===== src/sdci_defines.svh =====
// Register offsets, field positions, reset values and counts of the command-issue block.
// Assumes inclusion by bare name from package and design files.
`ifndef SDCI_DEFINES_SVH
`define SDCI_DEFINES_SVH

// Register byte offsets
`define SDCI_OFS_STATUS      8'h00
`define SDCI_OFS_MASK        8'h04
`define SDCI_OFS_ARGUMENT    8'h08
`define SDCI_OFS_COMMAND     8'h0C
`define SDCI_OFS_TX_DATA     8'h10

// Command register field positions
`define SDCI_BIT_DMA_EVENT   16
`define SDCI_BIT_FLAG_CLEAR  15
`define SDCI_BIT_INIT_CLOCK  14
`define SDCI_BIT_DATA_PHASE  13
`define SDCI_BIT_STREAM      12
`define SDCI_BIT_WRITE_DIR   11
`define SDCI_BIT_PUSH_PULL   7
`define SDCI_CMD_WRITE_MASK  32'h0001_FFBF

// Status and mask bit positions
`define SDCI_ST_CMD_DONE     0
`define SDCI_ST_INIT_DONE    1
`define SDCI_ST_RX_READY     2
`define SDCI_ST_TX_READY     3
`define SDCI_ST_LINE_LEVEL   4
`define SDCI_ST_W1C_MASK     5'h0F

// Reset values
`define SDCI_RST_COMMAND     32'h0000_0000
`define SDCI_RST_ARGUMENT    32'h0000_0000
`define SDCI_RST_TX_DATA     32'h0000_0000
`define SDCI_RST_MASK        5'h00
`define SDCI_RST_STATUS      5'h00

// Counts in card clock cycles
`define SDCI_INIT_CYCLES     7'd80
`define SDCI_FRAME_BITS      7'd48
`define SDCI_RESP_SHORT      8'd48
`define SDCI_RESP_LONG       8'd136

`endif


===== src/sdci_pkg.sv =====
// Types shared by the command-issue block.
// Assumes sdci_defines.svh for the numeric constants.
package sdci_pkg;

  typedef enum logic [3:0] {
    SDCI_IDLE = 4'b0001,
    SDCI_INIT = 4'b0010,
    SDCI_SEND = 4'b0100,
    SDCI_DATA = 4'b1000
  } sdci_state_e;

  typedef struct packed {
    logic [14:0] rsv_high;
    logic        dma_event_enable;
    logic        ready_flag_clear;
    logic        init_clock_insert;
    logic        data_phase_flag;
    logic        stream_select;
    logic        write_direction;
    logic [1:0]  response_format;
    logic        busy_expected;
    logic        push_pull_select;
    logic        rsv_low;
    logic [5:0]  command_index;
  } sdci_cmd_s;

  typedef struct packed {
    logic [7:0]  addr;
    logic [31:0] wdata;
    logic        wr;
    logic        rd;
  } sdci_bus_s;

  typedef struct packed {
    logic cmd_out;
    logic cmd_oe_n;
  } sdci_pin_s;

  typedef struct packed {
    logic [1:0] format;
    logic [7:0] length;
    logic       crc_check;
    logic       busy;
  } sdci_resp_s;

  typedef struct packed {
    logic active;
    logic write;
    logic stream;
  } sdci_data_s;

endpackage : sdci_pkg


===== src/sdci_crc7.sv =====
// CRC7 over the 40 leading bits of a command frame.
// Assumes the caller holds the header stable while it uses the result.
`timescale 1ns/100ps
module sdci_crc7 (
  input  wire logic [39:0] header_in,
  output logic      [6:0]  crc_out
);
  always_comb begin
    logic [6:0] c;
    logic       fb;
    c  = 7'h00;
    fb = 1'b0;
    for (int i = 39; i >= 0; i--) begin
      fb = header_in[i] ^ c[6];
      c  = {c[5:0], 1'b0} ^ (fb ? 7'h09 : 7'h00);
    end
    crc_out = c;
  end
endmodule : sdci_crc7


===== src/sdci_sync.sv =====
// Two-flop synchroniser for levels from outside the clock domain.
// Assumes a synchronous active-high reset and a clock enable.
`timescale 1ns/100ps
module sdci_sync #(
  parameter int WIDTH = 2
) (
  input  wire logic             core_clk_in,
  input  wire logic             srst_in,
  input  wire logic             ce_in,
  input  wire logic [WIDTH-1:0] async_in,
  output logic      [WIDTH-1:0] sync_out
);
  typedef struct packed {
    logic [WIDTH-1:0] stage1;
    logic [WIDTH-1:0] stage2;
  } sdci_sync_s;

  sdci_sync_s s_q;
  sdci_sync_s s_d;

  always_comb begin
    s_d        = s_q;
    s_d.stage1 = async_in;
    s_d.stage2 = s_q.stage1;
  end

  always_ff @(posedge core_clk_in) begin
    if (srst_in) begin
      s_q <= '0;
    end else if (ce_in) begin
      s_q <= s_d;
    end
  end

  assign sync_out = s_q.stage2;
endmodule : sdci_sync


===== src/sdci_top.sv =====
// Command-issue front end: register port, command frame serialiser, ready flags.
// Assumes a 50 MHz core clock, a card clock input sampled here, and a data
// path on the same clock that reports word moves as one-cycle pulses.
//
// The address-and-strobe port and the address map are this design's own decisions.
`timescale 1ns/100ps
`include "sdci_defines.svh"

// Summary of operation
// - Writing the command register starts sending the command with the current argument.
// - The command register keeps its written value with bits 31:17 and bit 6 cleared; reads return that value.
// - Bit 16 enables DMA requests for the data transfer; clear means none.
// - A command write with bit 15 set clears both ready flags.
// - Bit 14 inserts 80 card clock cycles before the frame.
// - Bit 13 set runs a data phase after the command; clear runs none.
// - Frame is 48 bits: start, transmit, index, argument, CRC7, end.
// - Response format: none, 48 with CRC, 136 with CRC, 48 without CRC.
// - In a data phase bit 11 picks write or read, stream bit picks unbounded.
// - Bit 7 selects push-pull drive; clear selects open-drain drive.
module sdci_top (
  input  wire logic                core_clk_in,
  input  wire logic                srst_in,
  input  wire logic                ce_in,
  input  wire sdci_pkg::sdci_bus_s bus_in,
  output logic      [31:0]         rdata_out,
  input  wire logic                card_clk_in,
  input  wire logic                cmd_in,
  output sdci_pkg::sdci_pin_s      cmd_pin_out,
  input  wire logic                tx_word_take_in,
  input  wire logic                rx_word_valid_in,
  input  wire logic                data_done_in,
  output logic      [31:0]         tx_payload_out,
  output sdci_pkg::sdci_data_s     data_ctl_out,
  output sdci_pkg::sdci_resp_s     resp_ctl_out,
  output logic                     dma_tx_req_out,
  output logic                     dma_rx_req_out,
  output logic                     busy_out,
  output logic                     irq_out
);
  import sdci_pkg::*;

  typedef struct packed {
    sdci_state_e st;
    sdci_cmd_s   cmd;
    logic [31:0] arg;
    logic [31:0] txw;
    logic [4:0]  mask;
    logic [3:0]  sticky;
    logic [47:0] shreg;
    logic [6:0]  cnt;
    logic        cmd_o;
    logic        oe_n;
    logic [31:0] rdata;
    logic        clk_prev;
    logic        dma_tx;
    logic        dma_rx;
  } sdci_top_s;

  sdci_top_s  s_q;
  sdci_top_s  s_d;
  logic [1:0] sync_lv;
  logic       clk_lv;
  logic       line_lv;
  logic       clk_rise;
  logic       clk_fall;
  logic [39:0] crc_hdr;
  logic [6:0]  crc_val;
  sdci_cmd_s   wcmd;
  logic        cmd_wr;
  logic [4:0]  status;

  // Card clock and command line levels into the core domain
  sdci_sync #(
    .WIDTH (2)
  ) u_sync (
    .core_clk_in (core_clk_in),
    .srst_in     (srst_in),
    .ce_in       (ce_in),
    .async_in    ({card_clk_in, cmd_in}),
    .sync_out    (sync_lv)
  );

  assign clk_lv   = sync_lv[1];
  assign line_lv  = sync_lv[0];
  assign clk_rise = clk_lv & ~s_q.clk_prev;
  assign clk_fall = ~clk_lv & s_q.clk_prev;

  // Frame header from the written index and the held argument
  assign wcmd    = sdci_cmd_s'(bus_in.wdata & `SDCI_CMD_WRITE_MASK);
  assign cmd_wr  = bus_in.wr && (bus_in.addr == `SDCI_OFS_COMMAND);
  assign crc_hdr = {2'b01, wcmd.command_index, s_q.arg};

  sdci_crc7 u_crc (
    .header_in (crc_hdr),
    .crc_out   (crc_val)
  );

  assign status = {line_lv, s_q.sticky};

  always_comb begin
    logic tx_set;
    logic rx_set;
    logic bit_now;
    tx_set  = 1'b0;
    rx_set  = 1'b0;
    bit_now = 1'b0;
    s_d          = s_q;
    s_d.clk_prev = clk_lv;
    s_d.dma_tx   = 1'b0;
    s_d.dma_rx   = 1'b0;

    // Register writes
    if (bus_in.wr) begin
      case (bus_in.addr)
        `SDCI_OFS_STATUS: begin
          s_d.sticky = s_q.sticky & ~bus_in.wdata[3:0];
        end
        `SDCI_OFS_MASK: begin
          s_d.mask = bus_in.wdata[4:0];
        end
        `SDCI_OFS_ARGUMENT: begin
          s_d.arg = bus_in.wdata;
        end
        `SDCI_OFS_TX_DATA: begin
          s_d.txw = bus_in.wdata;
          s_d.sticky[`SDCI_ST_TX_READY] = 1'b0;
        end
        default: begin
        end
      endcase
    end

    // Command write: store, then launch at once
    if (cmd_wr) begin
      s_d.cmd   = wcmd;
      s_d.shreg = {2'b01, wcmd.command_index, s_q.arg, crc_val, 1'b1};
      s_d.cnt   = 7'd0;
      s_d.cmd_o = 1'b1;
      s_d.oe_n  = 1'b1;
      if (wcmd.ready_flag_clear) begin
        s_d.sticky[`SDCI_ST_RX_READY] = 1'b0;
        s_d.sticky[`SDCI_ST_TX_READY] = 1'b0;
      end
      s_d.st = wcmd.init_clock_insert ? SDCI_INIT : SDCI_SEND;
    end else begin
      case (s_q.st)
        SDCI_IDLE: begin
          s_d.oe_n = 1'b1;
        end
        SDCI_INIT: begin
          if (clk_rise && s_q.cnt != `SDCI_INIT_CYCLES) begin
            s_d.cnt = s_q.cnt + 7'd1;
          end
          if (clk_fall && s_q.cnt == `SDCI_INIT_CYCLES) begin
            s_d.cnt = 7'd0;
            s_d.st  = SDCI_SEND;
            s_d.sticky[`SDCI_ST_INIT_DONE] = 1'b1;
          end
        end
        SDCI_SEND: begin
          if (clk_fall) begin
            if (s_q.cnt != `SDCI_FRAME_BITS) begin
              bit_now   = s_q.shreg[47];
              s_d.shreg = {s_q.shreg[46:0], 1'b0};
              s_d.cnt   = s_q.cnt + 7'd1;
              if (s_q.cmd.push_pull_select) begin
                s_d.cmd_o = bit_now;
                s_d.oe_n  = 1'b0;
              end else begin
                s_d.cmd_o = 1'b0;
                s_d.oe_n  = bit_now;
              end
            end else begin
              s_d.cmd_o = 1'b1;
              s_d.oe_n  = 1'b1;
              s_d.sticky[`SDCI_ST_CMD_DONE] = 1'b1;
              s_d.st = s_q.cmd.data_phase_flag ? SDCI_DATA : SDCI_IDLE;
            end
          end
        end
        SDCI_DATA: begin
          if (data_done_in) begin
            s_d.st = SDCI_IDLE;
          end
        end
        default: begin
          s_d.st   = SDCI_IDLE;
          s_d.oe_n = 1'b1;
        end
      endcase
    end

    // Ready flags from the data path; a set beats any clear
    tx_set = tx_word_take_in && s_q.st == SDCI_DATA && s_q.cmd.write_direction;
    rx_set = rx_word_valid_in && s_q.st == SDCI_DATA && !s_q.cmd.write_direction;
    if (tx_set) begin
      s_d.sticky[`SDCI_ST_TX_READY] = 1'b1;
      s_d.dma_tx = s_q.cmd.dma_event_enable;
    end
    if (rx_set) begin
      s_d.sticky[`SDCI_ST_RX_READY] = 1'b1;
      s_d.dma_rx = s_q.cmd.dma_event_enable;
    end

    // Read data, valid in the following cycle only
    s_d.rdata = 32'h0000_0000;
    if (bus_in.rd) begin
      case (bus_in.addr)
        `SDCI_OFS_STATUS:   s_d.rdata = {27'h0, status};
        `SDCI_OFS_MASK:     s_d.rdata = {27'h0, s_q.mask};
        `SDCI_OFS_ARGUMENT: s_d.rdata = s_q.arg;
        `SDCI_OFS_COMMAND:  s_d.rdata = s_q.cmd;
        `SDCI_OFS_TX_DATA:  s_d.rdata = s_q.txw;
        default:            s_d.rdata = 32'h0000_0000;
      endcase
    end
  end

  always_ff @(posedge core_clk_in) begin
    if (srst_in) begin
      s_q.st       <= SDCI_IDLE;
      s_q.cmd      <= `SDCI_RST_COMMAND;
      s_q.arg      <= `SDCI_RST_ARGUMENT;
      s_q.txw      <= `SDCI_RST_TX_DATA;
      s_q.mask     <= `SDCI_RST_MASK;
      s_q.sticky   <= 4'h0;
      s_q.shreg    <= 48'h0000_0000_0000;
      s_q.cnt      <= 7'd0;
      s_q.cmd_o    <= 1'b1;
      s_q.oe_n     <= 1'b1;
      s_q.rdata    <= 32'h0000_0000;
      s_q.clk_prev <= 1'b0;
      s_q.dma_tx   <= 1'b0;
      s_q.dma_rx   <= 1'b0;
    end else if (ce_in) begin
      s_q <= s_d;
    end
  end

  // Outputs
  assign rdata_out            = s_q.rdata;
  assign cmd_pin_out.cmd_out  = s_q.cmd_o;
  assign cmd_pin_out.cmd_oe_n = s_q.oe_n;
  assign tx_payload_out       = s_q.txw;
  assign data_ctl_out.active  = (s_q.st == SDCI_DATA);
  assign data_ctl_out.write   = s_q.cmd.write_direction;
  assign data_ctl_out.stream  = s_q.cmd.stream_select;
  assign dma_tx_req_out       = s_q.dma_tx;
  assign dma_rx_req_out       = s_q.dma_rx;
  assign busy_out             = (s_q.st != SDCI_IDLE);
  assign irq_out              = |(status & s_q.mask);

  // Expected reply length and CRC check
  always_comb begin
    resp_ctl_out.format = s_q.cmd.response_format;
    resp_ctl_out.busy   = s_q.cmd.busy_expected;
    case (s_q.cmd.response_format)
      2'd1: begin
        resp_ctl_out.length    = `SDCI_RESP_SHORT;
        resp_ctl_out.crc_check = 1'b1;
      end
      2'd2: begin
        resp_ctl_out.length    = `SDCI_RESP_LONG;
        resp_ctl_out.crc_check = 1'b1;
      end
      2'd3: begin
        resp_ctl_out.length    = `SDCI_RESP_SHORT;
        resp_ctl_out.crc_check = 1'b0;
      end
      default: begin
        resp_ctl_out.length    = 8'd0;
        resp_ctl_out.crc_check = 1'b0;
      end
    endcase
  end
endmodule : sdci_top


===== config.mk =====
export PLATFORM = sky130hd
export DESIGN_NAME = sdci_top
export DESIGN_NICKNAME = d
export VERILOG_FILES = /design/src/sdci_pkg.sv /design/src/sdci_crc7.sv /design/src/sdci_sync.sv /design/src/sdci_top.sv
export VERILOG_INCLUDE_DIRS = /design/src /design/src/src
export SDC_FILE = /design/constraint.sdc
export NUM_CORES = 1
export LEC_CHECK = 0
export BUFFER_PORTS_ARGS = -buffer_cell sky130_fd_sc_hd__buf_2
export CAP_MARGIN = 40
export CORE_ASPECT_RATIO = 0.8
export CORE_MARGIN = 4
export CORE_UTILIZATION = 45
export CTS_BUF_LIST = sky130_fd_sc_hd__clkbuf_16
export DETAILED_ROUTE_END_ITERATION = 10
export GPL_TIMING_DRIVEN = 0
export PLACE_DENSITY = 0.65
export SLEW_MARGIN = 15
export SYNTH_ARGS = -nofsm -noshare
export SYNTH_HDL_FRONTEND = slang
export SYNTH_SLANG_ARGS = --single-unit

===== constraint.sdc =====
create_clock -name core_clk_in -period 6.57 [get_ports core_clk_in]
set_input_delay 0.657 -clock core_clk_in [delete_from_list [all_inputs] [get_ports core_clk_in]]
set_output_delay 0.657 -clock core_clk_in [all_outputs]
set_load 0.02 [all_outputs]

==> qor.csv <==
stage;metric;value;unit
logic_synthesis;Area contributors post-synth;dfxtp_1 (40%), a21oi_1 (9.7%), nand2_1 (7.5%);
critical_path;WS Path Type;primary input to register;
place;Post-DP HPWL;21.31;mm
place;port bufs;123;
global_route;initial antenna violation count;0;
logic_synthesis;syn_area_per_cell;8.169;µm²
die;# rows;47;
logic_synthesis;Post-synth top flop;dfxtp_1;
clocking;CTS-repair resized insts;0;
critical_path;CP Launch Type;primary input;
clocking;hold_buf cts;0;
place;placed cells;1555;
logic_synthesis;mux contribution to synthesized area;1.480;%
finish;Area Overhead vs Synth;16.40;%
die;die area;23440;µm²
route;Vias;8748;
sta;Fin Clk Skew;13.80;ps
logic_synthesis;asr flop ratio synth;0;%
global_route;Overall Global Routing Usage;24.58;%
logic_synthesis;Post-Synth XOR/XNOR Area;8.815;%
die;Die W;170.2;µm
die;IO Pins;135;
logic_synthesis;simple logic cell fraction of the synthesized area;19.88;%
global_route;vias in the first global route;7969;
clocking;clock transition at the registers of the reported paths;80;ps
power;P per Cell Area;218.7;nW/µm²
critical_path;worst r2r path cells;8;
run_status;outcome;finished, final reports clean;
route;Detailed Routing Iterations Pass 1;6;
critical_path;crit end category;register;
logic_synthesis;synth warn;0;
die;Die Height;137.7;µm
sta;setup violators final;0;
clocking;CTS buffer count;17;
route;Post-DRT Antenna Nets;0;
finish;NumNets Final;1361;
critical_path;WP data required;6920;ps
die;Starting Density;45.74;%
route;vias per inst;5.512;
place;pre-CTS WS;2920;ps
hold_path;hold depth;3;
critical_path;Worst Path Arrival;3650;ps
power;VDD IR max;0.1775;mV
logic_synthesis;Unique masters post-synth;59;
clocking;TritonCTS clock tree;built;
critical_path;worst r2r dst;s_q[69];
die;core area;20700;µm²
flow_run;Max Cap Viol;0;
route;WL final;29.07;mm
sta;final hold violations;0;
sta;slew at the pin closest to its max-slew limit;827.7;ps
finish;Finished Layout Cells;1587;
global_route;largest net degree at the start of global routing;20;
clocking;Worst-Skew Late Latency;440;ps
global_route;wire length of the first global-routing pass;44.81;mm
clocking;Post-CTS Setup Bufs;0;
global_route;gr ovfl total;0;
sta;Setup TNS Final;0;ps
place;routability cong.;0.9331;
sta;final worst path period share;50.12;%
logic_synthesis;Synth Area in Compound Gates;18.86;%
route;Initial DRC Count;852;
sta;Max Transition Viols Final;0;
critical_path;Crit Path Max Fanout;10;
logic_synthesis;register bit total from synthesis;189;
logic_synthesis;Synth Instances;1159;
finish;Diodes inserted;0;
logic_synthesis;largest family of logic cells by synthesized area;simple AND/OR/NAND/NOR gates;
power;Leakage;4.413;nW
sta;Rel. slew slack;44.82;%
logic_synthesis;EDFF count, synth;0;
clocking;Clock Path Buffers;2;
sta;PnR worst setup slack;3277;ps
logic_synthesis;top cell type's share of synthesized area;39.96;%
clocking;CTS H-tree depth;4;
critical_path;R2R Path Start;s_q[199];
hold_path;Worst Hold Class;primary input to register;
route;mean routed wirelength per cell;18.32;µm
logic_synthesis;Mapped Area;9468;µm²
route;DR DRC count;0;
critical_path;R2R setup slack;3590;ps
clocking;Sink Count;189;
logic_synthesis;Seq/Total Area, Yosys;39.96;%
finish;share of cells above drive strength 1;21.17;%
hold_path;Hold Path End;u_sync.s_d[0];
sta;fin crit period;3293;ps
clocking;clock root cell;clkbuf_16;
hold_path;HP Start;cmd_in;
logic_synthesis;adder-cell share of the synthesized area;0.7929;%
finish;# fillers;1957;
logic_synthesis;Yosys top cell by area;dfxtp_1;
sta;Fmax;0.3037;GHz
sta;RSZ-0062 raised after global routing;false;
Yosys cell counts (all sizes together) (5+ instances only):
| cell | count |
|---|---|
| nor2b | 10 |
| xor2 | 12 |
| o21ai | 12 |
| xnor2 | 28 |
| a22oi | 36 |
| a211oi | 42 |
| nor3 | 5 |
| mux2i | 14 |
| inv | 8 |
| xnor3 | 19 |
| nand2 | 189 |
| dfxtp | 189 |
| nand2b | 9 |
| clkbuf | 53 |
| nor4 | 6 |
| ha | 6 |
| nand3 | 11 |
| nor2 | 125 |
| buf | 109 |
| a21oi | 185 |
| and3 | 42 |
cell usage in the layout, fill, tap and decap left out, drive strengths merged, types with 5 or more instances in the layout:
| cell type | n |
|---|---|
| nor2 | 125 |
| mux2i | 14 |
| inv | 16 |
| ha | 6 |
| xnor2 | 28 |
| a21oi | 185 |
| a211oi | 42 |
| o21ai | 12 |
| buf | 233 |
| and3 | 42 |
| xor2 | 12 |
| clkbuf | 70 |
| nor3 | 5 |
| nand2 | 189 |
| nor4 | 6 |
| clkinv | 7 |
| nand2b | 9 |
| xnor3 | 19 |
| dfxtp | 189 |
| nand3 | 11 |
| a22oi | 36 |
| nor2b | 10 |
logic make-up (layout without fill, tap and decap cells):
kind of cell    count (synthesis)  count (layout)
other cells                     1               4
flops                         189             189
xor+xnor                       60              60
mux                            14              14
simple gates                  418             418
buf+inv                       171             327
fa+ha+maj                       6               6
compound gates                300             300
cell type report:
cell class / instances / area (µm²) / share of cell area, %
multi-input cells: 802 / 4738 / 42.99
flip-flops and latches: 189 / 3784 / 34.33
plain buffers: 162 / 929.6 / 8.435
repair buffers: 124 / 620.6 / 5.631
clock buffers: 17 / 425.4 / 3.860
well taps: 269 / 336.6 / 3.054
clock inverters: 15 / 152.6 / 1.385
inverters: 9 / 33.78 / 0.3065
critical path, stage by stage:
cell and delay [ps]:
buf_2 90, or4_1 500, buf_2 200, nor4_4 470, nand2_1 420, a21oi_2 400
buf_2 330, buf_2 280, nor2_1 60, a211oi_1 240
worst max path at each step:
stage | start | end | slack (ps) | depth (start not counted)
final | bus_in[41] | s_q[69] | 3280 | 10
after floorplan | bus_in[3] | s_q[48] | 3730 | 8
after detailed placement | bus_in[41] | s_q[67] | 2920 | 10
after CTS | bus_in[41] | s_q[82] | 3340 | 10
after global routing | bus_in[41] | s_q[71] | 3080 | 10
after global placement | bus_in[41] | s_q[73] | 2890 | 10
where the power goes:
group	total, mW	leakage, nW	internal, mW	switching [mW]
Combinational	0.233	2.61	0.102	0.132
Clock	1.03	0.280	0.508	0.521
Sequential	1.15	1.52	1.15	0.00168
Total	2.41	4.41	1.76	0.655
metrics by stage:
step                instance area (µm²)  hold WS (ps)  util [%]  power (mW)
floorplan                          9479         431.6         -       1.341
global placement                  10430         441.8     50.39       1.407
detailed placement                10440         446.9     50.45       1.405
CTS                               11020         448.2     53.24       2.416
global route                      11020         446.6     53.24       2.481
finish                            11020         453.7     53.24       2.410
registers in the layout (all words and copies together) (netlist names):
register and flops:
dma_tx_req_out 1, u_sync.sync_out 2, resp_ctl_out 3, tx_payload_out 32, cmd_pin_out 2, crc_hdr 32
data_ctl_out 2, dma_rx_req_out 1, rdata_out 32, u_sync.s_d 2, s_q 80
metal layers:
metal	track usage, %	vias to the layer above	part of all wire (%)
li1	-	4209	-
met2	35.47	380	42
met1	36.41	4118	47
met5	0	-	0
met3	5.938	41	9.2
met4	6.962	0	2.1
Note: power is estimated with default switching activity, not from simulation.
